### src/rtl/cgr_pkg.sv
package cgr_pkg;

  localparam int          NUM_BYTES     = 17;
  localparam logic [7:0]  ADDR_WRITE    = 8'hd2;
  localparam logic [7:0]  ADDR_READ     = 8'hd3;

  localparam logic [7:0]  REG_FREQ_SPREAD   = 8'h00;
  localparam logic [7:0]  REG_BUS_OE        = 8'h01;
  localparam logic [7:0]  REG_MISC_OE       = 8'h02;
  localparam logic [7:0]  REG_SRC_CTRL      = 8'h03;
  localparam logic [7:0]  REG_USB_DRIVE     = 8'h04;
  localparam logic [7:0]  REG_SRC_FREQ      = 8'h05;
  localparam logic [7:0]  REG_PART_ID       = 8'h06;
  localparam logic [7:0]  REG_MAKER_REV     = 8'h07;
  localparam logic [7:0]  REG_READ_LEN      = 8'h08;
  localparam logic [7:0]  REG_SPARE         = 8'h09;
  localparam logic [7:0]  REG_DIV_GATE      = 8'h0a;
  localparam logic [7:0]  REG_CPU_DIV_HIGH  = 8'h0b;
  localparam logic [7:0]  REG_CPU_N_LOW     = 8'h0c;
  localparam logic [7:0]  REG_CPU_SPR_LOW   = 8'h0d;
  localparam logic [7:0]  REG_CPU_SPR_HIGH  = 8'h0e;
  localparam logic [7:0]  REG_SRC_DIV_HIGH  = 8'h0f;
  localparam logic [7:0]  REG_SRC_N_LOW     = 8'h10;

  localparam int          BIT_SELECT_ORIGIN = 7;
  localparam int          BIT_CPU_SPREAD    = 6;
  localparam int          BIT_SRC_SPREAD    = 5;
  localparam int          BIT_SRC_PD_MODE   = 1;
  localparam int          BIT_SRC_ENABLE    = 0;
  localparam int          BIT_MN_ENABLE     = 7;
  localparam int          BIT_N_DIV8        = 7;
  localparam int          BIT_FEEDBACK_DIVIDER_MSB        = 6;

  localparam logic [7:0]  RST_FREQ_SPREAD   = 8'h00;
  localparam logic [7:0]  RST_OUTPUT_ON     = 8'hff;
  localparam logic [7:0]  RST_SRC_CTRL      = 8'h01;
  localparam logic [7:0]  RST_READ_LEN      = 8'h09;
  localparam logic [7:0]  RST_ZERO          = 8'h00;
  localparam logic [7:0]  MASK_ALL          = 8'hff;
  localparam logic [7:0]  MASK_NONE         = 8'h00;
  localparam logic [7:0]  MASK_SPREAD_HIGH  = 8'h7f;

  localparam logic [10:0] N_OFFSET          = 11'h008;
  localparam logic [6:0]  M_OFFSET          = 7'h02;
  localparam logic [1:0]  STRAP_SETTLE      = 2'h3;

  // divider preload table per 3-bit selection: {n[9:0], m[5:0]}
  localparam logic [15:0] CPU_ROM [8] = '{
    16'h0000, 16'h0000, 16'h2ccc, 16'h36cc,
    16'h18cc, 16'h1fcc, 16'h278c, 16'h2f8c};
  localparam logic [15:0] SRC_ROM [8] = '{
    16'h0000, 16'h0000, 16'h144c, 16'h144c,
    16'h144c, 16'h144c, 16'h144c, 16'h144c};

  typedef enum logic [4:0] {
    ST_IDLE   = 5'b00001,
    ST_RX     = 5'b00010,
    ST_RX_ACK = 5'b00100,
    ST_TX     = 5'b01000,
    ST_TX_ACK = 5'b10000
  } cgr_state_t;

  typedef enum logic [3:0] {
    PH_ADDR  = 4'b0001,
    PH_INDEX = 4'b0010,
    PH_COUNT = 4'b0100,
    PH_DATA  = 4'b1000
  } cgr_phase_t;

endpackage

### src/rtl/cgr_smbus_regs.sv
// Behaviour
// RULE_01: select origin bit picks straps or register code
// RULE_02: spread bits per PLL, spread pin forces both
// RULE_03: bytes 1, 2 enable outputs, reset enabled
// RULE_04: serial pair powerdown drive or float
// RULE_05: serial pair enable, cleared means floating
// RULE_06: byte 4 low bits set usb strength
// RULE_07: byte 5 bits 3:2 serial frequency code
// RULE_08: byte 6 read-only part code
// RULE_09: byte 7 read-only revision and maker codes
// RULE_10: byte 8 block read length, resets nine
// RULE_11: byte 10 bit 7 gates programmed dividers
// RULE_12: processor divider fields in bytes 11, 12
// RULE_13: vco equals reference times (N+8)/(M+2)
// RULE_14: dividers preload from selection table at powerup
// RULE_15: fifteen-bit processor spread code, bytes 13, 14
// RULE_16: byte 15 serial divider high bits
// RULE_17: byte 16 serial divider N low bits
// RULE_18: answers write address d2, read d3
// RULE_19: block read returns count, then indexed bytes
// RULE_20: byte 0 low nibble register frequency code
`timescale 1ns/1ns
`default_nettype none

module cgr_smbus_regs #(
  parameter logic [7:0] PART_CODE     = 8'h5a, // arbitrary value
  parameter logic [3:0] REVISION_CODE = 4'h0,  // arbitrary value
  parameter logic [3:0] MAKER_CODE    = 4'h6   // arbitrary value
) (
  input  wire logic        MCLK_IN,
  input  wire logic        NRST_IN,
  input  wire logic        SMB_CLK_IN,
  input  wire logic        SMB_DATA_IN,
  output var  logic        SMB_DATA_OUT,
  output var  logic        SMB_DATA_OE_OUT,
  input  wire logic [2:0]  FREQ_STRAP_IN,
  input  wire logic        SPREAD_PIN_IN,
  input  wire logic        POWERDOWN_PIN_N_IN,
  output var  logic [3:0]  FREQ_CODE_OUT,
  output var  logic        CPU_SPREAD_ON_OUT,
  output var  logic        SRC_SPREAD_ON_OUT,
  output var  logic [3:0]  BUS33_CLOCK_EN_OUT,
  output var  logic [3:0]  LINK66_CLOCK_EN_OUT,
  output var  logic [1:0]  USB_CLOCK_EN_OUT,
  output var  logic [1:0]  CRYSTAL_COPY_EN_OUT,
  output var  logic [3:0]  PROCESSOR_PAIR_EN_OUT,
  output var  logic        SERIAL_REF_PAIR_HIZ_OUT,
  output var  logic [1:0]  USB_CLOCK_STRENGTH_OUT,
  output var  logic [1:0]  SERIAL_REF_FREQ_CODE_OUT,
  output var  logic [10:0] CPU_VCO_MULT_OUT,
  output var  logic [6:0]  CPU_VCO_DIV_OUT,
  output var  logic [10:0] SRC_VCO_MULT_OUT,
  output var  logic [6:0]  SRC_VCO_DIV_OUT,
  output var  logic [14:0] CPU_SPREAD_PERCENT_OUT
);
  import cgr_pkg::*;

  logic [7:0]  regs [NUM_BYTES];
  logic        clk_meta;
  logic        clk_sync;
  logic        clk_prev;
  logic        dat_meta;
  logic        dat_sync;
  logic        dat_prev;
  logic [2:0]  fs_meta;
  logic [2:0]  fs_sync;
  logic        spr_meta;
  logic        spr_sync;
  logic        pd_meta_n;
  logic        pd_sync_n;
  logic [1:0]  strap_cnt;
  logic        strap_done;
  logic [2:0]  latched_fs;
  logic        strap_load;
  cgr_state_t  state;
  cgr_phase_t  phase;
  logic [3:0]  bit_cnt;
  logic [7:0]  shift;
  logic [7:0]  tx_shift;
  logic [7:0]  index;
  logic [7:0]  left;
  logic        reading;
  logic        host_ack;
  logic        data_oe;
  logic        clk_rise;
  logic        clk_fall;
  logic        start_seen;
  logic        stop_seen;
  logic        byte_end;
  logic        wr_fire;
  logic [7:0]  rd_byte;
  logic [3:0]  sel_code;
  logic [15:0] cpu_rom;
  logic [15:0] src_rom;
  logic [9:0]  cpu_n;
  logic [5:0]  cpu_m;
  logic [9:0]  src_n;
  logic [5:0]  src_m;

  // pin synchronisers; first stage feeds only the second
  always_ff @(posedge MCLK_IN) begin
    if (!NRST_IN) begin
      clk_meta <= 1'b1;
      clk_sync <= 1'b1;
      clk_prev <= 1'b1;
      dat_meta <= 1'b1;
      dat_sync <= 1'b1;
      dat_prev <= 1'b1;
    end else begin
      clk_meta <= SMB_CLK_IN;
      clk_sync <= clk_meta;
      clk_prev <= clk_sync;
      dat_meta <= SMB_DATA_IN;
      dat_sync <= dat_meta;
      dat_prev <= dat_sync;
    end
  end

  always_ff @(posedge MCLK_IN) begin
    if (!NRST_IN) begin
      fs_meta   <= 3'h0;
      fs_sync   <= 3'h0;
      spr_meta  <= 1'b0;
      spr_sync  <= 1'b0;
      pd_meta_n <= 1'b1;
      pd_sync_n <= 1'b1;
    end else begin
      fs_meta   <= FREQ_STRAP_IN;
      fs_sync   <= fs_meta;
      spr_meta  <= SPREAD_PIN_IN;
      spr_sync  <= spr_meta;
      pd_meta_n <= POWERDOWN_PIN_N_IN;
      pd_sync_n <= pd_meta_n;
    end
  end

  // straps are caught once, after the synchronisers have filled
  assign strap_load = (strap_cnt == STRAP_SETTLE) && !strap_done;

  always_ff @(posedge MCLK_IN) begin
    if (!NRST_IN) begin
      strap_cnt  <= 2'h0;
      strap_done <= 1'b0;
      latched_fs <= 3'h0;
    end else if (strap_load) begin
      strap_done <= 1'b1;
      latched_fs <= fs_sync; // RULE_01
    end else if (!strap_done) begin
      strap_cnt <= strap_cnt + 2'h1;
    end
  end

  assign clk_rise   = clk_sync && !clk_prev;
  assign clk_fall   = !clk_sync && clk_prev;
  assign start_seen = clk_sync && clk_prev && dat_prev && !dat_sync;
  assign stop_seen  = clk_sync && clk_prev && !dat_prev && dat_sync;
  assign byte_end   = (state == ST_RX) && clk_fall && (bit_cnt == 4'h8);
  // writes past the byte count are acknowledged but dropped
  assign wr_fire    = byte_end && (phase == PH_DATA) && (left != 8'h00);

  always_comb begin
    rd_byte = 8'h00;
    if (index < 8'(NUM_BYTES)) begin
      rd_byte = regs[index[4:0]];
    end
  end

  // serial engine: bytes framed by scl edges seen on the system clock
  always_ff @(posedge MCLK_IN) begin
    if (!NRST_IN) begin
      state    <= ST_IDLE;
      phase    <= PH_ADDR;
      bit_cnt  <= 4'h0;
      shift    <= 8'h00;
      tx_shift <= 8'h00;
      index    <= 8'h00;
      left     <= 8'h00;
      reading  <= 1'b0;
      host_ack <= 1'b0;
      data_oe  <= 1'b0;
    end else if (start_seen) begin
      state   <= ST_RX;
      phase   <= PH_ADDR;
      bit_cnt <= 4'h0;
      reading <= 1'b0;
      data_oe <= 1'b0;
    end else if (stop_seen) begin
      state   <= ST_IDLE;
      data_oe <= 1'b0;
    end else begin
      case (state)
        ST_RX: begin
          if (clk_rise) begin
            shift   <= {shift[6:0], dat_sync};
            bit_cnt <= bit_cnt + 4'h1;
          end else if (byte_end) begin
            bit_cnt <= 4'h0;
            state   <= ST_RX_ACK;
            data_oe <= 1'b1;
            case (phase)
              PH_ADDR: begin
                if (shift == ADDR_WRITE) begin // RULE_18
                  phase <= PH_INDEX;
                end else if (shift == ADDR_READ) begin // RULE_18
                  reading <= 1'b1;
                end else begin
                  // foreign address: stay off the line
                  state   <= ST_IDLE;
                  data_oe <= 1'b0;
                end
              end
              PH_INDEX: begin
                index <= shift;
                phase <= PH_COUNT;
              end
              PH_COUNT: begin
                left  <= shift;
                phase <= PH_DATA;
              end
              default: begin
                if (left != 8'h00) begin
                  left  <= left - 8'h01;
                  index <= index + 8'h01;
                end
              end
            endcase
          end
        end
        ST_RX_ACK: begin
          if (clk_fall) begin
            if (reading) begin
              // count goes first, then the indexed bytes
              tx_shift <= regs[REG_READ_LEN[4:0]]; // RULE_19
              data_oe  <= !regs[REG_READ_LEN[4:0]][7];
              state    <= ST_TX;
            end else begin
              data_oe <= 1'b0;
              state   <= ST_RX;
            end
          end
        end
        ST_TX: begin
          if (clk_fall) begin
            if (bit_cnt == 4'h7) begin
              bit_cnt  <= 4'h0;
              data_oe  <= 1'b0;
              host_ack <= 1'b0;
              state    <= ST_TX_ACK;
            end else begin
              bit_cnt  <= bit_cnt + 4'h1;
              tx_shift <= {tx_shift[6:0], 1'b0};
              data_oe  <= !tx_shift[6];
            end
          end
        end
        ST_TX_ACK: begin
          if (clk_rise) begin
            if (dat_sync) begin
              state <= ST_IDLE; // RULE_19
            end else begin
              host_ack <= 1'b1;
            end
          end else if (clk_fall && host_ack) begin
            tx_shift <= rd_byte; // RULE_19
            data_oe  <= !rd_byte[7];
            index    <= index + 8'h01;
            state    <= ST_TX;
          end
        end
        default: begin
          data_oe <= 1'b0;
        end
      endcase
    end
  end

  function automatic logic [7:0] reset_value(input int i);
    case (i)
      0:       reset_value = RST_FREQ_SPREAD; // RULE_01 RULE_02
      1, 2:    reset_value = RST_OUTPUT_ON; // RULE_03
      3:       reset_value = RST_SRC_CTRL; // RULE_04 RULE_05
      6:       reset_value = PART_CODE; // RULE_08
      7:       reset_value = {REVISION_CODE, MAKER_CODE}; // RULE_09
      8:       reset_value = RST_READ_LEN; // RULE_10
      default: reset_value = RST_ZERO;
    endcase
  endfunction

  function automatic logic [7:0] write_mask(input int i);
    case (i)
      6, 7:    write_mask = MASK_NONE; // RULE_08 RULE_09
      14:      write_mask = MASK_SPREAD_HIGH; // RULE_15
      default: write_mask = MASK_ALL;
    endcase
  endfunction

  function automatic logic [7:0] div_high(input logic [15:0] rom);
    // table holds n in bits 15:6, so n bit 8 is rom bit 14 and n bit 9 is rom bit 15
    div_high = {rom[14], rom[15], rom[5:0]};
  endfunction

  // one generated byte register per index
  for (genvar g = 0; g < NUM_BYTES; g++) begin : g_byte
    always_ff @(posedge MCLK_IN) begin
      if (!NRST_IN) begin
        regs[g] <= reset_value(g);
      end else if (strap_load && g == 0) begin
        regs[g] <= {regs[g][7:3], fs_sync}; // RULE_20
      end else if (strap_load && (g == 11 || g == 15)) begin
        regs[g] <= div_high(g == 11 ? CPU_ROM[fs_sync] : SRC_ROM[fs_sync]); // RULE_14 RULE_16
      end else if (strap_load && (g == 12 || g == 16)) begin
        regs[g] <= (g == 12) ? CPU_ROM[fs_sync][13:6] : SRC_ROM[fs_sync][13:6]; // RULE_14
      end else if (wr_fire && index == 8'(g)) begin
        regs[g] <= (shift & write_mask(g)) | (regs[g] & ~write_mask(g));
      end
    end
  end

  assign sel_code = regs[0][BIT_SELECT_ORIGIN] ? regs[0][3:0]
                                               : {1'b0, latched_fs}; // RULE_01 RULE_20
  // table covers the low three code bits only
  assign cpu_rom  = CPU_ROM[sel_code[2:0]];
  assign src_rom  = SRC_ROM[sel_code[2:0]];

  always_comb begin
    cpu_n = cpu_rom[15:6];
    cpu_m = cpu_rom[5:0];
    src_n = src_rom[15:6];
    src_m = src_rom[5:0];
    if (regs[REG_DIV_GATE[4:0]][BIT_MN_ENABLE]) begin // RULE_11
      cpu_n = {regs[11][BIT_FEEDBACK_DIVIDER_MSB], regs[11][BIT_N_DIV8], regs[12]}; // RULE_12
      cpu_m = regs[11][5:0]; // RULE_12
      src_n = {regs[15][BIT_FEEDBACK_DIVIDER_MSB], regs[15][BIT_N_DIV8], regs[16]}; // RULE_16 RULE_17
      src_m = regs[15][5:0]; // RULE_16
    end
  end

  // open drain: only ever pulls low
  always_ff @(posedge MCLK_IN) begin
    if (!NRST_IN) begin
      SMB_DATA_OUT    <= 1'b0;
      SMB_DATA_OE_OUT <= 1'b0;
    end else begin
      SMB_DATA_OUT    <= 1'b0;
      SMB_DATA_OE_OUT <= data_oe; // RULE_18
    end
  end

  always_ff @(posedge MCLK_IN) begin
    if (!NRST_IN) begin
      FREQ_CODE_OUT     <= 4'h0;
      CPU_SPREAD_ON_OUT <= 1'b0;
      SRC_SPREAD_ON_OUT <= 1'b0;
    end else begin
      FREQ_CODE_OUT     <= sel_code; // RULE_01
      CPU_SPREAD_ON_OUT <= regs[0][BIT_CPU_SPREAD] || spr_sync; // RULE_02
      SRC_SPREAD_ON_OUT <= regs[0][BIT_SRC_SPREAD] || spr_sync; // RULE_02
    end
  end

  // the pad drivers hold disabled ends low; processor pair true low, complement high
  always_ff @(posedge MCLK_IN) begin
    if (!NRST_IN) begin
      BUS33_CLOCK_EN_OUT    <= 4'hf;
      LINK66_CLOCK_EN_OUT   <= 4'hf;
      USB_CLOCK_EN_OUT      <= 2'h3;
      CRYSTAL_COPY_EN_OUT   <= 2'h3;
      PROCESSOR_PAIR_EN_OUT <= 4'hf;
    end else begin
      BUS33_CLOCK_EN_OUT    <= regs[1][7:4]; // RULE_03
      LINK66_CLOCK_EN_OUT   <= regs[1][3:0]; // RULE_03
      USB_CLOCK_EN_OUT      <= regs[2][7:6]; // RULE_03
      CRYSTAL_COPY_EN_OUT   <= regs[2][5:4]; // RULE_03
      PROCESSOR_PAIR_EN_OUT <= regs[2][3:0]; // RULE_03
    end
  end

  always_ff @(posedge MCLK_IN) begin
    if (!NRST_IN) begin
      SERIAL_REF_PAIR_HIZ_OUT  <= 1'b0;
      USB_CLOCK_STRENGTH_OUT   <= 2'h0;
      SERIAL_REF_FREQ_CODE_OUT <= 2'h0;
      CPU_SPREAD_PERCENT_OUT   <= 15'h0000;
    end else begin
      SERIAL_REF_PAIR_HIZ_OUT  <= !regs[3][BIT_SRC_ENABLE] // RULE_05
                                  || (!pd_sync_n && regs[3][BIT_SRC_PD_MODE]); // RULE_04
      USB_CLOCK_STRENGTH_OUT   <= regs[4][1:0]; // RULE_06
      SERIAL_REF_FREQ_CODE_OUT <= regs[5][3:2]; // RULE_07
      CPU_SPREAD_PERCENT_OUT   <= {regs[14][6:0], regs[13]}; // RULE_15
    end
  end

  // multiplier and divider terms for the analog loops
  always_ff @(posedge MCLK_IN) begin
    if (!NRST_IN) begin
      CPU_VCO_MULT_OUT <= N_OFFSET;
      CPU_VCO_DIV_OUT  <= M_OFFSET;
      SRC_VCO_MULT_OUT <= N_OFFSET;
      SRC_VCO_DIV_OUT  <= M_OFFSET;
    end else begin
      CPU_VCO_MULT_OUT <= {1'b0, cpu_n} + N_OFFSET; // RULE_13
      CPU_VCO_DIV_OUT  <= {1'b0, cpu_m} + M_OFFSET; // RULE_13
      SRC_VCO_MULT_OUT <= {1'b0, src_n} + N_OFFSET; // RULE_13
      SRC_VCO_DIV_OUT  <= {1'b0, src_m} + M_OFFSET; // RULE_13
    end
  end

endmodule

`default_nettype wire

### config.mk
export PLATFORM = sky130hd
export DESIGN_NAME = cgr_smbus_regs
export DESIGN_NICKNAME = d
export VERILOG_FILES = /design/src/rtl/cgr_pkg.sv /design/src/rtl/cgr_smbus_regs.sv
export SDC_FILE = /design/constraint.sdc
export NUM_CORES = 1
export LEC_CHECK = 0
export BUFFER_PORTS_ARGS = -buffer_cell sky130_fd_sc_hd__buf_2
export CAP_MARGIN = 0
export CORE_MARGIN = 2
export CORE_UTILIZATION = 45
export CTS_CLUSTER_SIZE = 25
export DETAILED_ROUTE_END_ITERATION = 16
export SLEW_MARGIN = 20
export SYNTH_ARGS = -nofsm -noshare
export SYNTH_HDL_FRONTEND = slang
export SYNTH_SLANG_ARGS = --single-unit
### constraint.sdc
create_clock -name MCLK_IN -period 2.8 [get_ports MCLK_IN]
set_input_delay 0.14 -clock MCLK_IN [delete_from_list [all_inputs] [get_ports MCLK_IN]]
set_output_delay 0.14 -clock MCLK_IN [all_outputs]
set_load 0.05 [all_outputs]
==> run_results.csv, run 1 <==
group,metric,value,unit
synth,synth_compound_area_share,11.7,%
route,wl,33.1,mm
grt,track_usage,23.1,%
synth,ys_types,78,
clock_network,clkLatencyLatePin,0.56,ns
worst_setup_path,path_class,"reg2reg",
run_status,status,"completed",
worst_setup_path,critPathTopFamily,"compound AO/OA/AOI/OAI gates",
grt,grt_pass1_wl,51.0,mm
placed_design,gp_congestion,0.915,
timing,fmax,390,MHz
synth,synth-async-reset-ratio,0,%
die,die_height,169,µm
clock_network,cts_tree,"yes",
die,die_x,169,µm
cells_and_area,drive_gt1_share,20.0,%
grt,top_usage_layer,"met2",
synth,synthXorXnorAreaFrac,1.07,%
cells_and_area,utilization,53.5,%
timing,holdWs,0.304,ns
pwr,power,0.00934,W
synth,ys_seq_area_share,54.0,%
synth,syn_inst,1139,
grt,antenna_found_initial,1,
route,firstDrtPassIters,5,
worst_setup_path,worstPathCellList,"mux2_2 > inv_1 > o21ai_0 > o21ai_0 > o21ai_0 > ha_1 > inv_1 > o41ai_1 > buf_4 > a21oi_1 > a31o_2",
clock_network,htreeDepth,1,
run,max_cap_violations,0,
synth,synthAdderAreaFrac,1.53,%
die,rows,60,
worst_setup_path,cp_slowest_cell,"edfxtp_1",
timing,finalSetupTns,0,ns
pwr,vdd_drop_max,0.000439,V
clock_network,clkTransAtPathRegs,0.06,ns
synth,yosysWarnings,0,
cells_and_area,area_growth,17.0,%
worst_setup_path,path_buf_inv,3,
clock_network,clock-sinks,272,
synth,synthFlopType,"dfxtp_1",
timing,finalSetupViolations,0,
route,wire_per_inst,20.6,µm
cells_and_area,multi_input_area,5230,µm²
cells_and_area,final_cell_mix,"153 x dfxtp_1, 121 x and2_1, 119 x edfxtp_1, 86 x buf_2, 82 x nor2_1",
grt,gr-total-overflow,0,
grt,met3_usage,3.89,%
min_path,min-delay-path-class,"in2reg",
placed_design,dpl.cell_count,1539,
worst_setup_path,cp-end-kind,"flip-flop",
die,die-area,28600,µm²
clock_network,cts_buffer_depth,3,
synth,syn_area,12300,µm²
route,drc,0,
worst_setup_path,arrival,3.01,ns
worst_setup_path,cp_data_required_time,3.25,ns
cells_and_area,seq_area,6640,µm²
route,via_per_inst,5.61,
timing,drv_slew,0,
timing,fin_crit_sh,91.5,%
worst_setup_path,cp_max_fo,6,
cells_and_area,final_common_cell,"dfxtp_1",
synth,synth-seq-cells,272,
cells_and_area,nNetsFinal,1265,
cells_and_area,final_cells,1608,
cells_and_area,fillers,2343,
die,ios,89,
synth,synth_top_family_by_area,"simple AND/OR/NAND/NOR gates",
timing,hold_viol_final,0,
die,start_util,45.7,%
timing,worst_pin_slew,0.825,ns
timing,finClkSkew,0.00848,ns
pwr,cellLeakagePower,5.48,nW
route,first_iter_violations,772,
synth,syn_avg_cell_area,10.8,µm²
route,ant_nets,0,
grt,use_met1,31.8,%
synth,yosys.area_share.simple,21.9,%
die,core_area,26900,µm²
timing,maxSlewHeadroom,44.6,%
placed_design,hpwlAfterDp,22.8,mm
synth,synthMuxAreaShare,6.29,%
timing,fin_crit,2.56,ns
worst_setup_path,critPathLaunchType,"flip-flop",
worst_setup_path,critPathMostFrequentCell,"o21ai_0",
clock_network,cts-root-buf,"clkbuf_16",
grt,grt_pass1_vias,8665,
placed_design,portBuffers,87,
synth,synth_edf_count,119,
worst_setup_path,max_stage_delay,0.52,ns
clock_network,cts-resized-gates,0,
pwr,power_density,650,nW/µm²
synth,synth_nets,1163,
grt,grt_max_degree,52,
route,vias,9027,
grt,gr-usage-met2,37.1,%
clock_network,cts_buffers,31,
timing,rsz0062_at_grt,"false",
==> power by group <==
part / internal (W) / switching, W / total (W)
clock network: 0.00251 / 0.00167 / 0.00417
registers: 0.00434 / 0.000155 / 0.00449
logic: 0.000219 / 0.000456 / 0.000675
total: 0.00706 / 0.00228 / 0.00934
==> per-layer routing <==
layer | part of all wire, % | wire, µm | up-vias
li1 | - | - | 4312
met1 | 45 | 14800 | 4361
met5 | 0 | 0 | -
met4 | 3.4 | 1110 | 0
met3 | 5.8 | 1910 | 72
met2 | 46 | 15300 | 282
==> synthesized netlist by cell type (18+ instances only) <==
cell type  count  share of area (%)
nand2_1       65                2.0
nand2b_1      49                2.5
nor2_1        82                2.5
and2_1       121                6.2
mux4_2        19                3.5
edfxtp_1     119                 29
a21o_1        18                1.1
mux2i_1       22                1.8
inv_1         25               0.76
o21ai_0       47                1.9
nand3_1       29                1.2
clkbuf_1      50                1.5
a21oi_1       50                2.0
nor3_1        20               0.82
dfxtp_1      153                 25
==> what timing repair did <==
item                                   CTS  global route
hold buffers                            10             0
endpoints found under the hold margin   11             0
setup buffers                            0             0
==> kinds of logic (layout without fill, tap and decap cells) <==
family,after synthesis,count (layout)
adder cells (fa/ha/maj),15,15
AND/OR/NAND/NOR,469,469
multiplexers,52,52
AO/OA/AOI/OAI,214,214
XOR/XNOR,15,15
flip-flops,272,272
other,1,2
buffers and inverters,101,228
==> worst register-to-register path: cells and delay by family (launching register included) <==
kind                       cells  cell delay, ns
AOI/OAI and AO/OA              6            1.07
adders and majority gates      1            0.21
buffers and inverters          3            0.31
DFF                            1            0.52
muxes                          1            0.35
==> state kept, by name, indices dropped and copies added (netlist names), 3 cells and up, named ones only <==
signal	flops
fs_sync	3
SRC_VCO_MULT_OUT	11
fs_meta	3
index	8
bit_cnt	4
CPU_VCO_DIV_OUT	7
CPU_VCO_MULT_OUT	11
left	8
PROCESSOR_PAIR_EN_OUT	4
BUS33_CLOCK_EN_OUT	4
LINK66_CLOCK_EN_OUT	4
latched_fs	3
state	5
regs	119
tx_shift	7
CPU_SPREAD_PERCENT_OUT	15
shift	8
FREQ_CODE_OUT	4
phase	4
SRC_VCO_DIV_OUT	7
==> area by class of cell <==
class,count,share of cell area [%]
Antenna cell,1,0.0174
Clock buffer,39,6.12
Clock inverter,19,1.36
Inverter,25,0.653
Multi-Input combinational cell,766,36.4
Sequential cell,272,46.2
Tap cell,341,2.97
Timing Repair Buffer,145,6.34
==> per-stage QoR <==
step | worst slack (ns) | instance area [µm²]
2_1_floorplan | 0.205 | 12300
3_5_place_dp | 0.263 | 13200
3_3_place_gp | 0.309 | 13200
5_1_grt | 0.0977 | 14400
4_1_cts | 0.243 | 14400
6_report | 0.238 | 14400
==> worst paths after layout <==
kind | startpoint | endpoint | slack, ns | cells past startpoint
worst max-delay path | regs[0][7]$_DFFE_PP_ | CPU_VCO_MULT_OUT[7]$_SDFF_PN0_ | 0.24 | 11
worst min-delay path | POWERDOWN_PIN_N_IN | pd_meta_n$_SDFF_PN1_ | 0.30 | 3
worst max register to register | regs[0][7]$_DFFE_PP_ | CPU_VCO_MULT_OUT[7]$_SDFF_PN0_ | 0.24 | 11
worst min register to register | dat_meta$_SDFF_PN1_ | dat_sync$_SDFF_PN1_ | 0.41 | 1
Power figures use the tool's default switching activity.
==> run 2: changes to the inputs <==
Settings changed: REMOVE_ABC_BUFFERS from default to 1.
Clock period 2.8 ns to 2.55 ns, I/O delays scaled along.
==> run_results.csv, run 2 (same netlist as run 1, synthesis figures left out) <==
group,metric,value,unit
pwr,combPwrFrac,8.1,%
clock_network,htreeDepth,1,
die,rows,60,
worst_setup_path,path_class,"reg2reg",
grt,grt_pass1_wl,51.5,mm
die,start_util,45.7,%
pwr,cellLeakagePower,5.66,nW
run_status,status,"completed",
timing,fin_crit,2.44,ns
cells_and_area,top_register,"regs",
pwr,power,0.00999,W
die,core_area,26900,µm²
worst_setup_path,cp_max_fo,10,
cells_and_area,final_common_cell,"dfxtp_1",
route,via_per_inst,5.65,
worst_setup_path,worstPathCellList,"inv_1 > ha_1 > or3b_2 > nor2_1 > or4_4 > nor3_4 > buf_4 > a22o_1",
pwr,vdd_drop_max,0.000461,V
route,wire_per_inst,20.5,µm
clock_network,cts_buffers,30,
worst_setup_path,cp_data_required_time,2.87,ns
placed_design,gp_congestion,0.934,
worst_setup_path,max_stage_delay,0.47,ns
die,die_height,169,µm
cells_and_area,fillers,2393,
clock_network,clkLatencyLatePin,0.57,ns
grt,grt_max_degree,41,
grt,gr-total-overflow,0,
pwr,clockPowerShare,42.7,%
cells_and_area,final_cell_mix,"153 x dfxtp_1, 121 x and2_1, 119 x edfxtp_1, 87 x buf_2, 82 x nor2_1",
route,vias,9258,
worst_setup_path,critPathLaunchType,"flip-flop",
die,die_x,169,µm
min_path,min-delay-path-class,"in2reg",
placed_design,placed_cell_area,13500,µm²
clock_network,clock-sinks,272,
run,max_cap_violations,0,
clock_network,cts_buffer_depth,3,
pwr,p_sw,0.00250,W
route,ant_nets,0,
cells_and_area,seq_area,6640,µm²
cells_and_area,reg_top3,"regs x119, CPU_SPREAD_PERCENT_OUT x15",
die,die-area,28600,µm²
timing,drv_slew,0,
worst_setup_path,cp_slowest_cell,"or3b_2",
pwr,power_frac_seq,49.2,%
timing,finalSetupTns,0,ns
worst_setup_path,arrival,2.75,ns
timing,holdWs,0.157,ns
placed_design,portBuffers,87,
clock_network,clkTransAtPathRegs,0.06,ns
route,firstDrtPassIters,5,
timing,worst_pin_slew,0.833,ns
timing,maxSlewHeadroom,44.1,%
placed_design,hpwlAfterDp,23.7,mm
pwr,power_density,685,nW/µm²
route,drc,0,
die,ios,89,
grt,track_usage,23.5,%
route,first_iter_violations,953,
cells_and_area,drive_gt1_share,22.3,%
timing,fmax,411,MHz
cells_and_area,area_growth,18.8,%
timing,hold_viol_final,0,
clock_network,cts-root-buf,"clkbuf_16",
cells_and_area,design_area,14600,µm²
timing,finalSetupViolations,0,
cells_and_area,largest_reg_flops,119,
cells_and_area,nNetsFinal,1298,
pwr,p_int,0.00749,W
cells_and_area,diodes,0,
cells_and_area,multi_input_area,5250,µm²
grt,grt_pass1_vias,8729,
clock_network,cts_tree,"yes",
timing,fin_crit_sh,95.5,%
grt,antenna_found_initial,0,
worst_setup_path,cp-end-kind,"flip-flop",
route,wl,33.6,mm
timing,finClkSkew,0.0183,ns
pwr,switching_share,25.0,%
## run 2: changes by cell type in the layout (fill, tap and decap cells not counted), sizes merged
| cell | delta |
|---|---|
| dlygate4sd3 | -3 |
| clkinv | +2 |
| buf | +37 |
| bufinv | -2 |
| diode | -1 |
| clkbuf | -1 |
| clkinvlp | -5 |
| inv | +4 |
## run 2: per-layer routing
layer	wire length, µm	vias up	part of all wire, %	track usage (%)
met2	15900	348	47	38.8
met4	1030	0	3.1	7.77
met5	0	-	0	0
met3	2000	70	6.0	2.61
li1	-	4372	-	-
met1	14700	4468	44	32.3
## run 2: worst max-delay path, delay by kind of cell, from the launching register on
family | cells | cell delay, ns
DFF | 1 | 0.32
AOI/OAI and AO/OA | 1 | 0.23
adders and majority gates | 1 | 0.15
buffers and inverters | 2 | 0.27
and+or+nand+nor | 4 | 1.21
## run 2: path summary, 6_finish.rpt
kind,startpoint,end,slack (ns),depth (start not counted)
max reg2reg,left[0]$_SDFFE_PN0P_,regs[0][2]$_DFFE_PP_,0.11,8
max,left[0]$_SDFFE_PN0P_,regs[0][2]$_DFFE_PP_,0.11,8
min,NRST_IN,dat_prev$_SDFF_PN1_,0.16,3
min reg2reg,dat_meta$_SDFF_PN1_,dat_sync$_SDFF_PN1_,0.40,1
## run 2: power by group through the flow
stage / combinational, W / clock (W) / sequential (W)
2_1_floorplan: 0.000316 / 0 / 0.00514
3_3_place_gp: 0.000785 / 0 / 0.00500
3_5_place_dp: 0.000788 / 0 / 0.00500
4_1_cts: 0.000799 / 0.00434 / 0.00491
5_1_grt: 0.000873 / 0.00452 / 0.00493
6_report: 0.000809 / 0.00427 / 0.00491
## run 2: timing repair
item / in CTS / in global routing
resized for setup: 0 / 7
endpoints found under the hold margin: 7 / 0
buffers inserted: 0 / 5
hold buffers: 7 / 0
setup endpoints to repair: 0 / 3
## run 2: final cells by class
type	count	share of cell area, %
tap	341	2.92
timing repair buffer	179	8.26
multi-input combinational	766	36.0
clock inverter	18	0.943
sequential	272	45.5
inverter	25	0.643
clock buffer	38	5.78
## run 2: metrics by stage
step                utilization [%]  instances  setup WS (ns)
floorplan                         -       1063        -0.0733
global placement               50.2       1572          0.180
detailed placement             50.2       1572          0.119
CTS                            54.1       1635          0.110
global route                   54.3       1639        -0.0273
finish                         54.3       1639          0.114
==> run 3: changes to the inputs <==
--- a/config.mk
+++ b/config.mk
@@ -13,3 +13,2 @@
 export DETAILED_ROUTE_END_ITERATION = 16
-export REMOVE_ABC_BUFFERS = 1
 export SLEW_MARGIN = 20
==> constraint.sdc (replaced) <==
create_clock -name MCLK_IN -period 2.55 [get_ports MCLK_IN]
set_input_delay 0.3825 -clock MCLK_IN [delete_from_list [all_inputs] [get_ports MCLK_IN]]
set_output_delay 0.3825 -clock MCLK_IN [all_outputs]
set_load 0.05 [all_outputs]
==> run_results.csv, run 3 (same netlist as run 1, synthesis figures left out) <==
group,metric,value,unit
run_status,status,"completed",
pwr,power,0.00992,W
route,wire_per_inst,20.3,µm
die,die_x,169,µm
worst_setup_path,cp_data_required_time,2.98,ns
grt,grt_pass1_wl,50.5,mm
grt,grt_max_degree,73,
timing,finClkSkew,0.0117,ns
pwr,cellLeakagePower,5.53,nW
cells_and_area,utilization,53.6,%
die,die-area,28600,µm²
timing,holdWs,0.0379,ns
worst_setup_path,arrival,2.85,ns
cells_and_area,largest_reg_flops,119,
grt,grt_pass1_vias,8587,
timing,hold_viol_final,0,
route,drc,0,
pwr,p_sw,0.00244,W
die,rows,60,
die,ios,89,
die,start_util,45.7,%
route,first_iter_violations,758,
worst_setup_path,cp-end-kind,"flip-flop",
cells_and_area,nNetsFinal,1275,
clock_network,cts-root-buf,"clkbuf_16",
timing,maxSlewHeadroom,49.6,%
clock_network,clkTransAtPathRegs,0.06,ns
placed_design,portBuffers,87,
route,wl,32.8,mm
cells_and_area,area_growth,17.4,%
timing,drv_slew,0,
min_path,min_delay_path_depth,2,
timing,finalSetupViolations,0,
worst_setup_path,path_class,"reg2reg",
grt,track_usage,22.9,%
clock_network,clkLatencyLatePin,0.56,ns
route,vias,9182,
pwr,clockPowerShare,42.6,%
cells_and_area,final_cell_mix,"153 x dfxtp_1, 121 x and2_1, 119 x edfxtp_1, 86 x buf_2, 81 x nor2_1",
run,max_cap_violations,0,
placed_design,hpwlAfterDp,22.8,mm
worst_setup_path,ff2ff_path_depth,6,
placed_design,dpl.cell_count,1556,
pwr,p_int,0.00749,W
grt,gr-total-overflow,0,
clock_network,clock-sinks,272,
route,via_per_inst,5.69,
die,die_height,169,µm
cells_and_area,reg_top3,"regs x119, CPU_SPREAD_PERCENT_OUT x15",
cells_and_area,final_cells,1615,
clock_network,cts_buffer_depth,3,
placed_design,gp_congestion,0.891,
timing,fin_crit_sh,95.0,%
min_path,min-delay-path-class,"in2reg",
cells_and_area,top_register,"regs",
route,ant_nets,0,
pwr,combPwrFrac,7.8,%
placed_design,placed_cell_area,13400,µm²
timing,fmax,413,MHz
cells_and_area,design_area,14400,µm²
grt,antenna_found_initial,0,
pwr,power_frac_seq,49.6,%
cells_and_area,drive_gt1_share,21.1,%
pwr,vdd_drop_max,0.000683,V
clock_network,htreeDepth,1,
die,core_area,26900,µm²
route,firstDrtPassIters,5,
pwr,switching_share,24.5,%
cells_and_area,fillers,2346,
timing,fin_crit,2.42,ns
clock_network,cts_tree,"yes",
worst_setup_path,critPathLaunchType,"flip-flop",
clock_network,cts_buffers,29,
worst_setup_path,cp_max_fo,6,
cells_and_area,diodes,0,
timing,worst_pin_slew,0.751,ns
cells_and_area,final_common_cell,"dfxtp_1",
pwr,power_density,689,nW/µm²
-- run 3: cell types whose count changed in the layout (fill, tap and decap cells not counted), moves of 3 or more --
cell,change
clkinv_1,-3
inv_4,-3
clkbuf_16,-3
clkbuf_1,+5
dlygate4sd3_1,-5
buf_4,-17
-- run 3: layout make-up --
cell class                 count  area (µm²)  area share, %
sequential                   272        6640           46.0
multi-input combinational    766        5260           36.5
timing repair buffer         157        1040           7.24
clock buffer                  40         787           5.46
tap                          341         427           2.96
clock inverter                14         163           1.13
inverter                      25        93.8          0.651
-- run 3: timing repair --
| item | CTS | global route |
|---|---|---|
| setup endpoints to repair | 0 | 190 |
| resized for setup | 0 | 8 |
| setup buffers | 0 | 3 |
| hold endpoints to repair | 2 | 0 |
| hold buffers | 2 | 0 |
-- run 3: final timing paths --
path                                         endpoint             startpoint  slack (ns)
worst max-delay path             data_oe$_SDFFE_PP0P_  phase[0]$_SDFFE_PP1P_        0.13
worst min-delay path            fs_meta[1]$_SDFF_PN0_       FREQ_STRAP_IN[1]        0.04
worst max register to register   data_oe$_SDFFE_PP0P_  phase[0]$_SDFFE_PP1P_        0.13
worst min register to register    dat_sync$_SDFF_PN1_    dat_meta$_SDFF_PN1_        0.41
-- run 3: critical path, cell delays in order, from the launching register on --
cell and delay [ns]:
dfxtp_1 0.46, buf_4 0.19, or4b_2 0.65, a21oi_1 0.33, o22ai_1 0.14, nor4_1 0.40, o21bai_1 0.13
-- run 3: routing by layer --
metal  part of all wire [%]  global-route usage (%)  up-vias  routed length, µm
li1                       -                       -     4333                  -
met1                     45                    31.7     4480              14600
met2                     47                    38.0      308              15500
met3                    5.4                    2.85       61               1780
met4                    2.7                    6.73        0                876
met5                      0                       0        -                  0
-- run 3: power by group through the flow --
stage          sequential, W  combinational, W  clock (W)
2_1_floorplan        0.00513          0.000349          0
4_1_cts              0.00493          0.000771    0.00427
3_3_place_gp         0.00502          0.000760          0
6_report             0.00493          0.000775    0.00422
5_1_grt              0.00494          0.000839    0.00444
3_5_place_dp         0.00502          0.000764          0
-- run 3: per-stage QoR --
step | setup WS, ns | TNS, ns
floorplan | -0.0446 | -1.43
global placement | 0.0702 | 0
detailed placement | 0.0492 | 0
CTS | 0.0274 | 0
global route | -0.00318 | -0.00318
finish | 0.127 | 0
